==> config.mk <==
export PLATFORM = sky130hd
export DESIGN_NAME = tcou_top
export DESIGN_NICKNAME = d
export VERILOG_FILES = /design/src/core/tcou_pkg.sv /design/src/core/tcou_top.sv
export VERILOG_INCLUDE_DIRS = /design/src /design/src/core
export SDC_FILE = /design/constraint.sdc
export NUM_CORES = 1
export LEC_CHECK = 0
export BUFFER_PORTS_ARGS = -buffer_cell sky130_fd_sc_hd__buf_2
export CAP_MARGIN = 30
export CORE_MARGIN = 2
export CORE_UTILIZATION = 46
export DETAILED_ROUTE_END_ITERATION = 12
export PLACE_DENSITY_LB_ADDON = 0.15
export SLEW_MARGIN = 20
export SYNTH_ARGS = -nofsm -noshare
export SYNTH_HDL_FRONTEND = slang
export SYNTH_SLANG_ARGS = --single-unit
==> constraint.sdc <==
create_clock -name I_CORE_CLK -period 2.25 [get_ports I_CORE_CLK]
set_input_delay 0.1125 -clock I_CORE_CLK [delete_from_list [all_inputs] [get_ports I_CORE_CLK]]
set_output_delay 0.1125 -clock I_CORE_CLK [all_outputs]
set_load 0.03 [all_outputs]
==> src/core/tcou_regs.svh <==
`ifndef TCOU_REGS_SVH
`define TCOU_REGS_SVH
// register indices; byte address is four times the index
`define TCOU_AUX_IDX 8'h8E
`define TCOU_WAKE_IDX 8'h8F
`define TCOU_RELOAD_IDX 8'h9C
// auxiliary control field positions
`define TCOU_T0_X1_BIT 7
`define TCOU_T1_X1_BIT 6
`define TCOU_U1_M0_BIT 5
`define TCOU_BRT_RUN_BIT 4
`define TCOU_U2_DBL_BIT 3
`define TCOU_BRT_X1_BIT 2
`define TCOU_XRAM_BIT 1
`define TCOU_U1_SRC_BIT 0
// wake and clock-out control field positions
`define TCOU_CAP_WAKE_BIT 7
`define TCOU_RXD_WAKE_BIT 6
`define TCOU_T1_WAKE_BIT 5
`define TCOU_T0_WAKE_BIT 4
`define TCOU_LV_WAKE_BIT 3
`define TCOU_BRT_CLKO_BIT 2
`define TCOU_T1_CLKO_BIT 1
`define TCOU_T0_CLKO_BIT 0
// reset values
`define TCOU_AUX_RST 8'h00
`define TCOU_WAKE_RST 8'h00
`define TCOU_RELOAD_RST 8'h00
// prescale counts in system clocks
`define TCOU_DIV_SLOW 12
`define TCOU_DIV_SHIFT 2
// top of on-chip auxiliary ram window
`define TCOU_XRAM_TOP 16'h03FF
`endif

==> src/core/tcou_pkg.sv <==
`default_nettype none
package tcou_pkg;
  // complete state of the clock output unit
  typedef struct packed {
    logic [7:0] aux;
    logic [7:0] wake;
    logic [7:0] reload;
    logic [3:0] div_cnt;
    logic shift_ph;
    logic [7:0] brt_cnt;
    logic t0_lat;
    logic t1_lat;
    logic brt_lat;
    logic t0_pin;
    logic t1_pin;
    logic rd_ack;
    logic [7:0] rdata;
  } tcou_state_t;
endpackage
`default_nettype wire

==> src/core/tcou_top.sv <==
// The Avalon-MM slave port was left to the implementer.
`timescale 1ns/1ps
`default_nettype none
`include "tcou_regs.svh"
module tcou_top #(
  parameter int DIV_SLOW = `TCOU_DIV_SLOW,
  parameter int DIV_SHIFT = `TCOU_DIV_SHIFT
) (
  // clock and reset
  input wire logic I_CORE_CLK,
  input wire logic I_RST_N,
  // avalon-mm slave
  input wire logic [9:0] I_ADDRESS,
  input wire logic I_READ,
  input wire logic I_WRITE,
  input wire logic [3:0] I_BYTEENABLE,
  input wire logic [31:0] I_WRITEDATA,
  output logic [31:0] O_READDATA,
  output logic O_WAITREQUEST,
  // timer cores
  input wire logic I_T0_OVF,
  input wire logic I_T1_OVF,
  input wire logic I_T0_COUNTER_MODE,
  input wire logic I_T1_COUNTER_MODE,
  input wire logic I_T0_PIN,
  input wire logic I_T1_PIN,
  output logic O_T0_COUNT_EN,
  output logic O_T1_COUNT_EN,
  // uart rate control
  output logic O_UART1_SHIFT_TICK,
  output logic O_UART1_BAUD_TICK,
  output logic O_UART2_RATE_DOUBLE,
  output logic O_BRT_OVF,
  // auxiliary ram steering
  input wire logic [15:0] I_XRAM_ADDR,
  output logic O_XRAM_ONCHIP,
  output logic O_XRAM_OFFCHIP,
  // wake sources
  input wire logic I_CAP_ACT,
  input wire logic I_CAP_IRQ_CFG,
  input wire logic I_RXD_ACT,
  input wire logic I_RXD_IRQ_CFG,
  input wire logic I_T1_ACT,
  input wire logic I_T1_IRQ_CFG,
  input wire logic I_T0_ACT,
  input wire logic I_T0_IRQ_CFG,
  input wire logic I_LV_ACT,
  input wire logic I_LV_IRQ_CFG,
  output logic O_WAKE,
  // clock output pins
  output logic O_T0_CLK_OUT,
  output logic O_T0_CLK_OE,
  output logic O_T1_CLK_OUT,
  output logic O_T1_CLK_OE,
  output logic O_BRT_CLK_OUT,
  output logic O_BRT_CLK_OE
);

  // ----------------------------------------
  // elaboration checks
  // ----------------------------------------
  if (DIV_SLOW < 2 || DIV_SLOW > 16) begin : g_bad_slow
    $error("DIV_SLOW must lie in 2..16");
  end
  if (DIV_SHIFT < 1 || DIV_SHIFT > 2) begin : g_bad_shift
    $error("DIV_SHIFT must be 1 or 2");
  end

  localparam logic [3:0] DIV_LAST = 4'(DIV_SLOW - 1);
  localparam logic [9:0] AUX_ADDR = {`TCOU_AUX_IDX, 2'b00};
  localparam logic [9:0] WAKE_ADDR = {`TCOU_WAKE_IDX, 2'b00};
  localparam logic [9:0] RELOAD_ADDR = {`TCOU_RELOAD_IDX, 2'b00};

  tcou_pkg::tcou_state_t s_q, s_d;

  // ----------------------------------------
  // decoded controls and ticks
  // ----------------------------------------
  logic slow_tick, t0_tick, t1_tick, brt_tick, brt_ovf;
  logic t0_edge, t1_edge, wr_en;

  // one shared divide-by-12 prescaler feeds all slow clocks
  assign slow_tick = (s_q.div_cnt == DIV_LAST);
  assign t0_tick = s_q.aux[`TCOU_T0_X1_BIT] | slow_tick;
  assign t1_tick = s_q.aux[`TCOU_T1_X1_BIT] | slow_tick;
  assign brt_tick = s_q.aux[`TCOU_BRT_RUN_BIT] & (s_q.aux[`TCOU_BRT_X1_BIT] | slow_tick);
  assign brt_ovf = brt_tick & (s_q.brt_cnt == 8'hFF);
  // falling edges on the external timer pins
  assign t0_edge = s_q.t0_pin & ~I_T0_PIN;
  assign t1_edge = s_q.t1_pin & ~I_T1_PIN;
  // writes use only the low byte lane
  assign wr_en = I_WRITE & I_BYTEENABLE[0];

  // ----------------------------------------
  // next state
  // ----------------------------------------
  // single process computes every next value
  always_comb begin
    s_d = s_q;
    s_d.t0_pin = I_T0_PIN;
    s_d.t1_pin = I_T1_PIN;
    // free running prescaler, wraps at the slow divide
    s_d.div_cnt = slow_tick ? 4'h0 : s_q.div_cnt + 4'h1;
    // mode-0 shift phase only matters for divide by two
    s_d.shift_ph = ~s_q.shift_ph;
    if (brt_ovf) begin
      s_d.brt_cnt = s_q.reload;
    end else if (brt_tick) begin
      s_d.brt_cnt = s_q.brt_cnt + 8'h01;
    end
    // timer0 latch toggles only when enabled
    if (I_T0_OVF && s_q.wake[`TCOU_T0_CLKO_BIT]) begin
      s_d.t0_lat = ~s_q.t0_lat;
    end
    // timer1 latch toggles only when enabled
    if (I_T1_OVF && s_q.wake[`TCOU_T1_CLKO_BIT]) begin
      s_d.t1_lat = ~s_q.t1_lat;
    end
    // baud latch toggles only when enabled
    if (brt_ovf && s_q.wake[`TCOU_BRT_CLKO_BIT]) begin
      s_d.brt_lat = ~s_q.brt_lat;
    end
    // read takes one wait cycle so data comes from a flop
    s_d.rd_ack = I_READ & ~s_q.rd_ack;
    if (I_READ && !s_q.rd_ack) begin
      unique case (I_ADDRESS)
        AUX_ADDR: s_d.rdata = s_q.aux;
        WAKE_ADDR: s_d.rdata = s_q.wake;
        RELOAD_ADDR: s_d.rdata = s_q.reload;
        default: s_d.rdata = 8'h00;
      endcase
    end
    // writes land immediately; unmapped addresses are dropped
    if (wr_en) begin
      unique case (I_ADDRESS)
        AUX_ADDR: s_d.aux = I_WRITEDATA[7:0];
        WAKE_ADDR: s_d.wake = I_WRITEDATA[7:0];
        RELOAD_ADDR: s_d.reload = I_WRITEDATA[7:0];
        default: s_d.aux = s_q.aux;
      endcase
    end
  end

  always_ff @(posedge I_CORE_CLK or negedge I_RST_N) begin
    if (!I_RST_N) begin
      s_q <= '{aux: `TCOU_AUX_RST, wake: `TCOU_WAKE_RST, reload: `TCOU_RELOAD_RST,
               default: '0};
    end else begin
      s_q <= s_d;
    end
  end

  // ----------------------------------------
  // outputs
  // ----------------------------------------
  // bus answer
  assign O_WAITREQUEST = I_READ & ~s_q.rd_ack;
  assign O_READDATA = {24'h000000, s_q.rdata};
  assign O_T0_COUNT_EN = I_T0_COUNTER_MODE ? t0_edge : t0_tick;
  assign O_T1_COUNT_EN = I_T1_COUNTER_MODE ? t1_edge : t1_tick;
  // shift rate: mode 0 divides by two from the phase flop (every clock if DIV_SHIFT is 1), else the slow tick
  assign O_UART1_SHIFT_TICK = s_q.aux[`TCOU_U1_M0_BIT] ?
                              (DIV_SHIFT == 1 ? 1'b1 : s_q.shift_ph) : slow_tick;
  assign O_UART1_BAUD_TICK = s_q.aux[`TCOU_U1_SRC_BIT] ? brt_ovf : I_T1_OVF;
  assign O_UART2_RATE_DOUBLE = s_q.aux[`TCOU_U2_DBL_BIT];
  assign O_BRT_OVF = brt_ovf;
  // on-chip window only while select bit clear
  assign O_XRAM_ONCHIP = ~s_q.aux[`TCOU_XRAM_BIT] & (I_XRAM_ADDR <= `TCOU_XRAM_TOP);
  assign O_XRAM_OFFCHIP = ~O_XRAM_ONCHIP;
  assign O_WAKE = (s_q.wake[`TCOU_CAP_WAKE_BIT] & I_CAP_IRQ_CFG & I_CAP_ACT) |
                  (s_q.wake[`TCOU_RXD_WAKE_BIT] & I_RXD_IRQ_CFG & I_RXD_ACT) |
                  (s_q.wake[`TCOU_T1_WAKE_BIT] & I_T1_IRQ_CFG & I_T1_ACT) |
                  (s_q.wake[`TCOU_T0_WAKE_BIT] & I_T0_IRQ_CFG & I_T0_ACT) |
                  (s_q.wake[`TCOU_LV_WAKE_BIT] & I_LV_IRQ_CFG & I_LV_ACT);
  // three pins, each driven only while its enable is set
  assign O_T0_CLK_OUT = s_q.t0_lat;
  assign O_T1_CLK_OUT = s_q.t1_lat;
  assign O_BRT_CLK_OUT = s_q.brt_lat;
  assign O_T0_CLK_OE = s_q.wake[`TCOU_T0_CLKO_BIT];
  assign O_T1_CLK_OE = s_q.wake[`TCOU_T1_CLKO_BIT];
  assign O_BRT_CLK_OE = s_q.wake[`TCOU_BRT_CLKO_BIT];
endmodule
`default_nettype wire

==> flow_results.org, run 1 <==
** Run status
- Outcome :: finished clean

** Synth
- Summed over all instances, the cell type with the most area after synthesis is sky130_fd_sc_hd__dfrtp_1.
- The share of the synthesized area in compound gates (AO/OA/AOI/OAI) is 0.0987.
- Share of the synthesized area in the top cell type :: 0.480
- Xor-xnor portion of the synthesized cell area :: 0.0165
- Synthesized-area fraction occupied by adder cells :: 0.00940
- Total of flip-flops plus latches after synthesis :: 51
- The cell count after synthesis came out at 230.
- Yosys mapped the design onto 42 distinct sky130hd cell types.
- Measured against the total synthesized area, the mux share comes to 0.153.
- Cell types occupying the most area after synthesis :: sky130_fd_sc_hd__dfrtp_1 48%, sky130_fd_sc_hd__mux2_2 12%, sky130_fd_sc_hd__buf_4 9.3%
- Number of flops mapped to enable cells by yosys :: 0
- Netlist area before placement :: 0.00266 mm2
- Top flip-flop cell by instance count after synthesis :: sky130_fd_sc_hd__dfrtp_1
- Proportion of register bits with asynchronous set or reset after synthesis :: 1.00
- Yosys warning count :: 0
- Dominant combinational cell family by area after synthesis :: multiplexers
- Of the total synthesized cell area, the portion taken by AND, OR, NAND and NOR gates is 0.132.
- A synthesized cell averages 11.6 um2.
- Register area share after synthesis :: 0.480

** Final layout
- The filler cells instantiated in the layout total 499.
- Of the cells placed in the final design, the portion with a size suffix greater than 1 is 0.407.
- Number of inserted diodes :: 0
- Nets :: 386
- Area growth, synth to finish :: 17.3%
- Summing all non-filler instances in the final layout gives an area of 0.00312 mm2.

** Min path
- The worst hold path belongs to the class input port to flip-flop.
- Cell depth of the worst hold path :: 3

** Critical path
- STA classifies the critical path startpoint as a flip-flop.
- Critical Path RT :: 2.14 ns
- The worst setup path is of the flip-flop to primary output kind.
- In this run the worst path has a maximum fanout of 5.
- Data arrives at the worst endpoint at 2.04 ns.
- Measured in cells, the most critical reg-to-reg path has a length of 6.
- Kind of capture point of the worst setup path :: primary output

** STA
- On the final layout, the worst hold slack is 0.0525 ns.
- In the final timing run, aggregate negative setup slack is 0 ns.
- Setup violations remaining at the end of the flow were counted as 0.
- Of the available clock period, the critical path in the final layout requires 0.955.
- The max-slew violation total from the final report was 0.
- The number of failing hold endpoints at the final stage is 0.
- Final min period :: 2.15 ns
- Across the routed clock network, the largest skew measured is 0.00497 ns.
- Relative max-transition margin :: 0.599
- Setup repair after global routing left no endpoint under its margin.
- Actual slew at the worst max-slew pin :: 0.602 ns
- Based on the critical path, the design can be clocked at up to 466 MHz.

** Clocking
- Clock tree synthesis selected as its root buffer the cell sky130_fd_sc_hd__clkbuf_8.
- Clock latency on the worst-skew pair :: 0.30 ns
- Number of clock buffers inserted by TritonCTS :: 5
- TritonCTS built the clock tree.
- In this run the number of H-tree levels came out at 2.
- Clock transition time at the flip-flop clock pins of the worst setup and hold paths :: 0.09 ns
- The clock passes through at most 2 buffers.
- Number of clock sinks seen by CTS :: 51

** Global routing
- Entering global routing, the biggest net connects 27 pins.
- Wire length of the first global-routing pass :: 8.76 mm
- Vias in the first global route :: 1770
- After global routing the overflow that remains totals 0.
- The initial antenna violation count is 0.
- GR Util All Layers :: 0.183

** Power
- IR analysis of the VDD net gives a maximum drop of 350 uV.
- The analysis attributes to cell leakage a power of 1.60 nW.
- PnR Total Power :: 1.74 mW
- Power spread over the standard cell area amounts to 557 mW/mm2.

** Drt
- For this block, the routed nets add up to 5.49 mm of wire.
- After detailed routing, the number of remaining DRC violations is 0.
- Dividing the detail-routed wire length by the instance count gives 14.7 um.
- In this run, the number of DRC markers left after iteration 0 of detailed routing was 57.
- 1st-pass router iterations :: 4
- Total number of vias :: 1932
- Once detail routing completed, the nets flagged for antenna violations numbered 0.
- After detailed routing, the number of vias per cell comes to 5.17.

** Placement
- IO Port Bufs :: 68
- Dpl hpwl :: 4.02 mm
- Routability congestion estimate :: 0.834
- Once placement finished, the instance area stood at 0.00297 mm2.

** Floorplanning
- Die area :: 0.00641 mm2
- Ports placed on the boundary :: 130
- Die X-Extent :: 80.1 um
- Placeable Area :: 0.00554 mm2
- The floorplan step set the die height to 80.1 um.
- For this configuration, the core starts out at a cell density of 0.480.
- Cell Rows :: 27

** Flow run
- Number of maximum-capacitance constraint violations :: 0
==> cell families (layout without fill, tap and decap cells) <==
kind of cell    Yosys count  after routing
flops                    51             51
fa+ha+maj                 2              2
compound gates           31             31
xor+xnor                  5              5
mux                      37             37
other cells               1             24
buf+inv                  44             93
simple gates             59             59
==> worst paths after layout <==
kind / start / endpoint / slack, ns
worst max-delay path: s_q[23] / O_UART1_BAUD_TICK / 0.10
worst min-delay path: I_T0_OVF / O_T0_CLK_OUT / 0.05
worst max register to register: s_q[23] / s_q[20] / 0.42
worst min register to register: s_q[22] / s_q[22] / 0.42
max in group asynchronous: I_RST_N / O_READDATA[0] / 1.36
min in group asynchronous: I_RST_N / s_q[9] / 0.35
==> flip-flops by register name, indices dropped and copies added, names as in the netlist <==
name / flops
O_T1_CLK_OE: 1
O_READDATA: 8
O_T0_CLK_OE: 1
s_q: 36
O_UART2_RATE_DOUBLE: 1
O_BRT_CLK_OE: 1
O_BRT_CLK_OUT: 1
O_T1_CLK_OUT: 1
O_T0_CLK_OUT: 1
==> layer usage <==
layer  share of wire  global-route usage  vias to the layer above
met5               0                   0                        -
met4           0.014              0.0610                        0
met3           0.052              0.0404                        6
met2            0.47               0.297                       71
met1            0.46               0.243                      945
li1                -                   -                      910
==> power breakdown <==
part           switching (mW)  total [mW]  internal (mW)
Sequential            0.00726       0.934          0.926
Clock                   0.291       0.617          0.326
Combinational           0.130       0.188         0.0580
==> what timing repair did <==
action	CTS	global route
setup endpoints to repair	1	1
hold buffers	3	0
gates resized for setup	1	4
pin swaps	0	1
hold endpoints to repair	27	0
setup buffers	0	1
==> stage by stage <==
stage / cells / util / setup WS [ns]
2_1_floorplan: 253 / - / 0.228
3_3_place_gp: 363 / 0.537 / 0.307
3_5_place_dp: 363 / 0.537 / 0.319
4_1_cts: 373 / 0.561 / 0.0349
5_1_grt: 374 / 0.564 / 0.0115
6_report: 374 / 0.564 / 0.102
==> cell type report <==
type | count | area, um2 | area share
repair buffers | 78 | 438 | 0.140
flip-flops and latches | 51 | 1280 | 0.409
clock inverters | 1 | 30.0 | 0.00962
well taps | 72 | 90.1 | 0.0288
clock buffers | 6 | 72.6 | 0.0232
multi-input cells | 158 | 1190 | 0.380
inverters | 8 | 30.0 | 0.00962
==> critical path, cell delays in order (launching register included) <==
cell,delay (ns)
sky130_fd_sc_hd__dfrtp_1,0.41
sky130_fd_sc_hd__ha_2,0.20
sky130_fd_sc_hd__and3b_2,0.24
sky130_fd_sc_hd__o2111ai_4,0.19
sky130_fd_sc_hd__or2_4,0.19
sky130_fd_sc_hd__inv_2,0.07
sky130_fd_sc_hd__mux2_2,0.26
sky130_fd_sc_hd__clkbuf_4,0.18
==> cell usage after synthesis (5+ instances only) <==
library cell	count
sky130_fd_sc_hd__a221o_1	8
sky130_fd_sc_hd__buf_4	33
sky130_fd_sc_hd__dfrtp_1	51
sky130_fd_sc_hd__inv_1	8
sky130_fd_sc_hd__mux2_2	29
sky130_fd_sc_hd__mux2i_1	8
sky130_fd_sc_hd__nand2_1	17
sky130_fd_sc_hd__nand2b_1	5
sky130_fd_sc_hd__nand3_1	7
sky130_fd_sc_hd__nor2b_1	8
sky130_fd_sc_hd__o211ai_1	6
sky130_fd_sc_hd__o21ai_0	5
==> cell usage in the layout (no fill, tap or decap), types with 2 or more instances in the layout <==
cell type                        n
sky130_fd_sc_hd__o211ai_1        6
sky130_fd_sc_hd__nor2_1          4
sky130_fd_sc_hd__conb_1         24
sky130_fd_sc_hd__o21ai_0         5
sky130_fd_sc_hd__or3_1           2
sky130_fd_sc_hd__nand2_1        17
sky130_fd_sc_hd__nor4_2          2
sky130_fd_sc_hd__buf_4           6
sky130_fd_sc_hd__nor2b_1         8
sky130_fd_sc_hd__nor3_1          4
sky130_fd_sc_hd__clkbuf_8        5
sky130_fd_sc_hd__nand3_1         7
sky130_fd_sc_hd__xnor2_1         4
sky130_fd_sc_hd__dfrtp_1        51
sky130_fd_sc_hd__nor4_1          2
sky130_fd_sc_hd__nand2b_1        5
sky130_fd_sc_hd__inv_1           7
sky130_fd_sc_hd__dlygate4sd3_1   3
sky130_fd_sc_hd__buf_2          67
sky130_fd_sc_hd__a21oi_1         2
sky130_fd_sc_hd__mux2i_1         8
sky130_fd_sc_hd__a221o_1         8
sky130_fd_sc_hd__mux2_2         29
(Power assumes the default switching activity.)
==> inputs of run 2 (changes only) <==
--- a/config.mk
+++ b/config.mk
@@ -11,7 +11,8 @@
 export CORE_MARGIN = 2
 export CORE_UTILIZATION = 46
 export DETAILED_ROUTE_END_ITERATION = 12
-export PLACE_DENSITY_LB_ADDON = 0.15
+export PLACE_DENSITY = 0.8
+export SKIP_LAST_GASP = 1
 export SLEW_MARGIN = 20
 export SYNTH_ARGS = -nofsm -noshare
 export SYNTH_HDL_FRONTEND = slang
==> flow_results.org, run 2 (synthesized netlist as in run 1, its figures left out) <==
** Clocking
- The insertion delay to the later sink of the worst-skew pair was 0.30 ns (about the same).
- Clock transition time at the flip-flop clock pins of the worst setup and hold paths :: 0.09 ns (about the same)
- Number of clock buffers inserted by TritonCTS :: 5 (unchanged)
- Number of clock sinks seen by CTS :: 51 (unchanged)
- The number of levels the H-tree was split into is 2 (unchanged).
- The maximum root-to-sink buffer count is 2 (unchanged).
- The tree is rooted in a sky130_fd_sc_hd__clkbuf_8.
- TritonCTS built the clock tree.

** STA
- The final period demand of the worst path is 2.12 ns (-0.0229 ns).
- Number of setup violations in the final report :: 0 (unchanged)
- The number of failing hold endpoints at the final stage was 0 (unchanged).
- The worst-case headroom to the max-slew limit came to 0.576 (-0.0222).
- Setup repair after global routing missed its margin :: false
- The ratio of final minimum period to clock period came to 0.944 (-0.0102).
- Actual slew at the worst max-slew pin :: 0.635 ns (+0.0333 ns)
- The max-slew violation total from the final report is 0 (unchanged).
- The clock skew after layout was 0.00646 ns (+0.00149 ns).
- The fmax came to 471 MHz (+1.1%).
- Minimum hold slack :: 0.0577 ns (+0.00526 ns)
- The setup total negative slack came to 0 ns (unchanged).

** Final layout
- The final cell count without fillers came to 375 (+0.27%).
- Largest register FFs :: 36 (unchanged)
- The number of filler cells placed in the layout was 497 (-0.40%).
- The layout cell share with drive strength beyond 1 was 0.413 (+0.00526).
- The footprint of the flip-flops and latches came to 0.00128 mm2 (unchanged).
- Final cell area excluding filler cells :: 0.00311 mm2 (-0.44%)
- Area growth, synth to finish :: 16.8%
- The antenna diode count was 0 (unchanged).
- Multi-input gate area :: 0.00119 mm2 (unchanged)
- Most frequent cells in the layout :: 68 x sky130_fd_sc_hd__buf_2, 51 x sky130_fd_sc_hd__dfrtp_1, 29 x sky130_fd_sc_hd__mux2_2
- Leaving out fill and tap cells, the most frequent cell in the layout is sky130_fd_sc_hd__buf_2.
- s_q holds more flip-flops than any other register.
- Nets :: 386 (unchanged)

** Power
- Pleak :: 1.59 nW (-0.38%)
- The power density over the cells is 544 mW/mm2 (-2.2%).
- IR Drop Worst-Case VDD :: 439 uV (+26%)
- PnR Total Power :: 1.69 mW (-2.6%)

** Floorplanning
- Placeable Area :: 0.00554 mm2 (unchanged)
- Ports placed on the boundary :: 130 (unchanged)
- The area of the die is 0.00641 mm2 (unchanged).
- The chip height was 80.1 um (unchanged).
- Die X-Extent :: 80.1 um (unchanged)
- Initial Utilization :: 0.480 (unchanged)
- Cell Rows :: 27 (unchanged)

** Run status
- The run finished with clean final reports.

** Critical path
- The required time reported for the critical path endpoint was 2.14 ns (about the same).
- The largest incremental delay on the critical path was 0.41 ns (about the same).
- Slowest cell on crit path :: sky130_fd_sc_hd__dfrtp_1
- The critical path is of the flip-flop to primary output type.
- Data arrival, critical path :: 2.01 ns (-0.03 ns)
- Cell Chain, Critical Path :: ha_2, and3b_2, o2111ai_4, or2_4, inv_2, mux2_2, buf_2
- Kind of capture point of the worst setup path :: primary output
- The worst setup path is launched from a flip-flop.
- The biggest fanout along the worst timing path is 5 (unchanged).

** Flow run
- The reported max-cap violation count came to 0 (unchanged).

** Drt
- The DRC marker count from the first detailed-route iteration was 68 (+19%).
- The via count of the routed design is 1892 (-2.1%).
- 1st-pass router iterations :: 4 (unchanged)
- The detailed-route wire length is 5.40 mm (-1.7%).
- DRT antenna net count :: 0 (unchanged)
- The number of vias per cell after detailed routing is 5.05 (-2.3%).
- Post-route DRC :: 0 (unchanged)
- WL/cell :: 14.4 um (-2.0%)

** Min path
- The worst hold path belongs to the class input port to flip-flop.

** Placement
- IO Port Bufs :: 68 (unchanged)
- The placed instance count came to 363 (unchanged).
- The placed wire-length estimate was 4.04 mm (+0.44%).
- Placed instance area :: 0.00296 mm2 (-0.42%)
- The routability congestion estimate was 0.945 (+13%).

** Global routing
- The overall track demand over capacity in global routing was 0.182 (-0.000937).
- The number of global-route vias before repair was 1927 (+8.9%).
- The global-route wire length before repair is 8.98 mm (+2.5%).
- Number of antenna violations at the first check in global routing :: 0 (unchanged)
- The pin count of the biggest net entering global routing was 52 (+93%).
- The total global routing overflow was 0 (unchanged).
==> run 2: path summary, 6_finish.rpt <==
kind                           from                 to  slack (ns)  cells past startpoint
setup / recovery            s_q[23]  O_UART1_BAUD_TICK        0.13                      7
hold / removal             I_T0_OVF       O_T0_CLK_OUT        0.06                      3
setup reg to reg            s_q[23]            s_q[17]        0.44                      6
hold reg to reg             s_q[22]            s_q[22]        0.43                      1
max in group asynchronous   I_RST_N      O_READDATA[2]        1.38                      3
min in group asynchronous   I_RST_N            s_q[34]        0.44                      3
==> run 2: routing by layer <==
layer | up-vias | track usage | routed length [um]
met1 | 912 | 0.242 | 2450
met2 | 67 | 0.307 | 2610
li1 | 908 | - | -
met3 | 5 | 0.0315 | 298
met5 | - | 0 | 0
met4 | 0 | 0.0508 | 48
==> run 2: worst max-delay path: cells and delay by family (launching register included) <==
| kind | cells | cell delay [ns] |
|---|---|---|
| simple gates | 2 | 0.42 |
| flops | 1 | 0.41 |
| mux | 1 | 0.26 |
| buf+inv | 2 | 0.24 |
| fa+ha+maj | 1 | 0.20 |
| compound gates | 1 | 0.19 |
==> run 2: final cells by class <==
class | instances | share of cell area
repair buffers | 78 | 0.136
well taps | 72 | 0.0290
multi-input cells | 158 | 0.381
clock inverters | 1 | 0.00241
inverters | 8 | 0.00966
flip-flops and latches | 51 | 0.410
clock buffers | 7 | 0.0310
==> run 2: metrics by stage <==
stage,util,setup slack (ns)
after global placement,0.535,0.347
after global routing,0.561,0.0334
final,0.561,0.125
after CTS,0.559,0.00642
after floorplan,-,0.228
after detailed placement,0.535,0.341
==> run 2: power by group <==
group,internal (mW),switching [mW]
registers,0.926,0.00755
clock network,0.280,0.294
logic,0.0552,0.129
==> run 2: timing repair <==
item,in CTS,in global routing
hold endpoints to repair,53,0
setup endpoints to repair,0,1
gates resized for setup,0,4
hold buffers,3,0
setup buffers,0,1
==> inputs of run 3 (changes only) <==
--- a/config.mk
+++ b/config.mk
@@ -9,9 +9,10 @@
 export BUFFER_PORTS_ARGS = -buffer_cell sky130_fd_sc_hd__buf_2
 export CAP_MARGIN = 30
 export CORE_MARGIN = 2
-export CORE_UTILIZATION = 46
+export CORE_UTILIZATION = 42
 export DETAILED_ROUTE_END_ITERATION = 12
-export PLACE_DENSITY = 0.8
+export HOLD_SLACK_MARGIN = 0.06
+export PLACE_DENSITY = 0.77
 export SKIP_LAST_GASP = 1
 export SLEW_MARGIN = 20
 export SYNTH_ARGS = -nofsm -noshare
==> constraint.sdc (replaced) <==
create_clock -name I_CORE_CLK -period 1.7 [get_ports I_CORE_CLK]
set_input_delay 0.085 -clock I_CORE_CLK [delete_from_list [all_inputs] [get_ports I_CORE_CLK]]
set_output_delay 0.085 -clock I_CORE_CLK [all_outputs]
set_load 0.03 [all_outputs]
==> flow_results.org, run 3 (synthesized netlist as in run 1, its figures left out) <==
** Clocking
- The TritonCTS sink count was 51 (unchanged).
- The insertion delay to the later sink of the worst-skew pair is 0.30 ns (about the same).
- Htree depth :: 2 (unchanged)
- Clock tree from TritonCTS :: built
- Max Buffers Root-to-Sink :: 2 (unchanged)
- The root buffer cell chosen for the clock tree is sky130_fd_sc_hd__clkbuf_8.
- Number of clock buffers inserted by TritonCTS :: 5 (unchanged)
- The clock-pin slew on the worst setup and hold paths came to 0.09 ns (about the same).

** Drt
- The DRC violation count after routing was 0 (unchanged).
- The via count of the routed design came to 2034 (+7.5%).
- The first-pass detailed-route iteration total was 4 (unchanged).
- The DRC marker count from the first detailed-route iteration was 103 (+51%).
- Length of routed met2 wiring :: 3.07 mm (+18%)
- Routed met3 length :: 388 um (+30%)
- DRT antenna net count :: 0 (unchanged)
- Uppermost routed layer :: met4
- The number of vias per cell after detailed routing was 4.96 (-1.7%).
- The routed metal-1 wire length was 2.64 mm (+7.8%).
- Routed WL :: 6.14 mm (+14%)
- WL/cell :: 15.0 um (+3.9%)

** Placement
- The placed instance count was 387 (+6.6%).
- IO Port Bufs :: 68 (unchanged)
- The placed wire-length estimate is 4.49 mm (+11%).
- Placed instance area :: 0.00315 mm2 (+6.3%)
- Routability congestion estimate :: 0.955 (+1.1%)

** Run status
- Violated checks :: setup timing
- The run finished, with violations left.

** Global routing
- The number of global-route vias before repair came to 1998 (+3.7%).
- Number of antenna violations at the first check in global routing :: 0 (unchanged)
- The pin count of the biggest net entering global routing is 52 (unchanged).
- GR Util All Layers :: 0.178 (-0.00360)
- Remaining global-route overflow :: 0 (unchanged)
- Wire length of the first global-routing pass :: 9.87 mm (+9.8%)

** Flow run
- The reported max-cap violation count is 0 (unchanged).

** Final layout
- The antenna diode count was 0 (unchanged).
- The layout cell share with drive strength beyond 1 was 0.459 (+0.0469).
- Fin cells :: 410 (+9.3%)
- The final instance area came to 0.00349 mm2 (+12%).
- Nets :: 416 (+7.8%)
- The final core area utilization came to 0.559 (-0.00206).
- Most frequent cells in the layout :: 63 x sky130_fd_sc_hd__buf_2, 51 x sky130_fd_sc_hd__dfrtp_1, 26 x sky130_fd_sc_hd__mux2_2
- The number of filler cells placed in the layout was 547 (+10%).
- Leading cell type in the layout, fill and taps excluded :: sky130_fd_sc_hd__buf_2
- The number of flip-flops under the largest register name came to 36 (unchanged).
- s_q holds more flip-flops than any other register.
- Compared with the post-synthesis result, the final layout area differs by 31.1%.

** STA
- Setup repair after global routing missed its margin :: true
- The clock skew after layout came to 0.00386 ns (-0.00260 ns).
- Final worst-path cycle share :: 1.20
- Number of setup violations in the final report :: 12 (+12)
- Peak Freq :: 490 MHz
- Number of hold-slack violations in the final timing report :: 0 (unchanged)
- The worst setup margin was -0.339 ns (-0.464 ns).
- Subtracting the final worst setup slack from the clock period gives 2.04 ns.
- The max-slew violation total from the final report was 0 (unchanged).

** Floorplanning
- Placeable Area :: 0.00624 mm2 (+13%)
- Die Ht :: 83.6 um (+4.4%)
- The area of the die came to 0.00699 mm2 (+9.0%).
- The initial cell density of the core was 0.426 (-0.0539).
- The boundary pin count is 130 (unchanged).
- The site row count was 29 (+7.4%).
- The x dimension of the die was 83.6 um (+4.4%).

** Power
- Power per unit of standard cell area :: 636 mW/mm2 (+17%)
- The maximum vdd drop is 488 uV (+11%).
- PnR Total Power :: 2.22 mW (+31%)
- Pleak :: 1.75 nW (+10%)

** Critical path
- Critical setup path kind :: flip-flop to primary output
- Startpoint types :: flip-flop
- The signal on the critical path passes through ha_2, and3b_2, o2111ai_4, or2_4, clkinvlp_4, mux2_4, buf_6.
- The signal arrival time at the worst endpoint was 1.95 ns (-0.06 ns).
- The biggest fanout along the worst timing path is 2 (-3).
- The largest incremental delay on the critical path came to 0.39 ns (-0.02 ns).
- Slowest cell on crit path :: sky130_fd_sc_hd__dfrtp_1
- Critical Path RT :: 1.62 ns (-0.52 ns)
- Kind of capture point of the worst setup path :: primary output

** Min path
- Class of the worst hold path :: input port to async pin
[run 3: cell types whose count changed in the layout (fill, tap and decap cells not counted), moves of 3 or more]
cell | before | now
sky130_fd_sc_hd__buf_4 | 7 | 22
sky130_fd_sc_hd__dlygate4sd3_1 | 3 | 13
sky130_fd_sc_hd__buf_6 | 0 | 7
sky130_fd_sc_hd__buf_2 | 68 | 63
sky130_fd_sc_hd__mux2_2 | 29 | 26
sky130_fd_sc_hd__mux2_4 | 0 | 3
[run 3: per-layer routing]
| layer | vias to the layer above | track usage |
|---|---|---|
| li1 | 969 | - |
| met3 | 4 | 0.0386 |
| met1 | 982 | 0.229 |
| met4 | 0 | 0.0425 |
| met2 | 79 | 0.308 |
| met5 | - | 0 |
[run 3: what timing repair did]
action | CTS | global route
gates resized for setup | 9 | 20
hold buffers | 13 | 0
setup buffers | 0 | 2
endpoints found under the hold margin | 79 | 0
endpoints found under the setup margin | 7 | 11
pin swaps | 3 | 5
[run 3: area by class of cell]
type | count | area (um2) | share of cell area
sequential | 51 | 1280 | 0.366
tap | 77 | 96.3 | 0.0276
multi-input combinational | 158 | 1250 | 0.358
clock inverter | 3 | 20.0 | 0.00574
inverter | 8 | 33.8 | 0.00968
timing repair buffer | 108 | 744 | 0.213
clock buffer | 5 | 68.8 | 0.0197
[run 3: worst paths after layout]
| kind | startpoint | endpoint | slack [ns] | cells past startpoint |
|---|---|---|---|---|
| setup / recovery | s_q[23] | O_UART1_BAUD_TICK | -0.34 | 7 |
| hold / removal | I_RST_N | s_q[25] | 0.28 | 3 |
| setup reg to reg | s_q[23] | s_q[20] | -0.11 | 7 |
| hold reg to reg | s_q[22] | s_q[22] | 0.43 | 1 |
| max in group asynchronous | I_RST_N | s_q[44] | 1.17 | 3 |
| min in group I_CORE_CLK | I_READ | s_q[8] | 0.28 | 4 |
[run 3: where the power goes]
| group | switching (mW) | total [mW] | internal, mW | leakage [nW] |
|---|---|---|---|---|
| Combinational | 0.184 | 0.289 | 0.105 | 1.01 |
| Clock | 0.408 | 0.695 | 0.287 | 0.0402 |
| Sequential | 0.00997 | 1.24 | 1.23 | 0.697 |
[run 3: critical path, delay by kind of cell, from the launching register on]
| kind | cells | cell delay (ns) |
|---|---|---|
| compound gates | 1 | 0.18 |
| fa+ha+maj | 1 | 0.19 |
| simple gates | 2 | 0.38 |
| buf+inv | 2 | 0.23 |
| flops | 1 | 0.39 |
| mux | 1 | 0.26 |
[run 3: through the flow]
step | TNS [ns] | hold WS (ns) | setup slack [ns]
after floorplan | -0.413 | -0.211 | -0.229
after global placement | -0.0391 | 0.0962 | -0.0348
after detailed placement | -0.155 | 0.0940 | -0.0565
after CTS | -0.831 | 0.268 | -0.359
after global routing | -2.09 | 0.308 | -0.410
final | -1.37 | 0.279 | -0.339
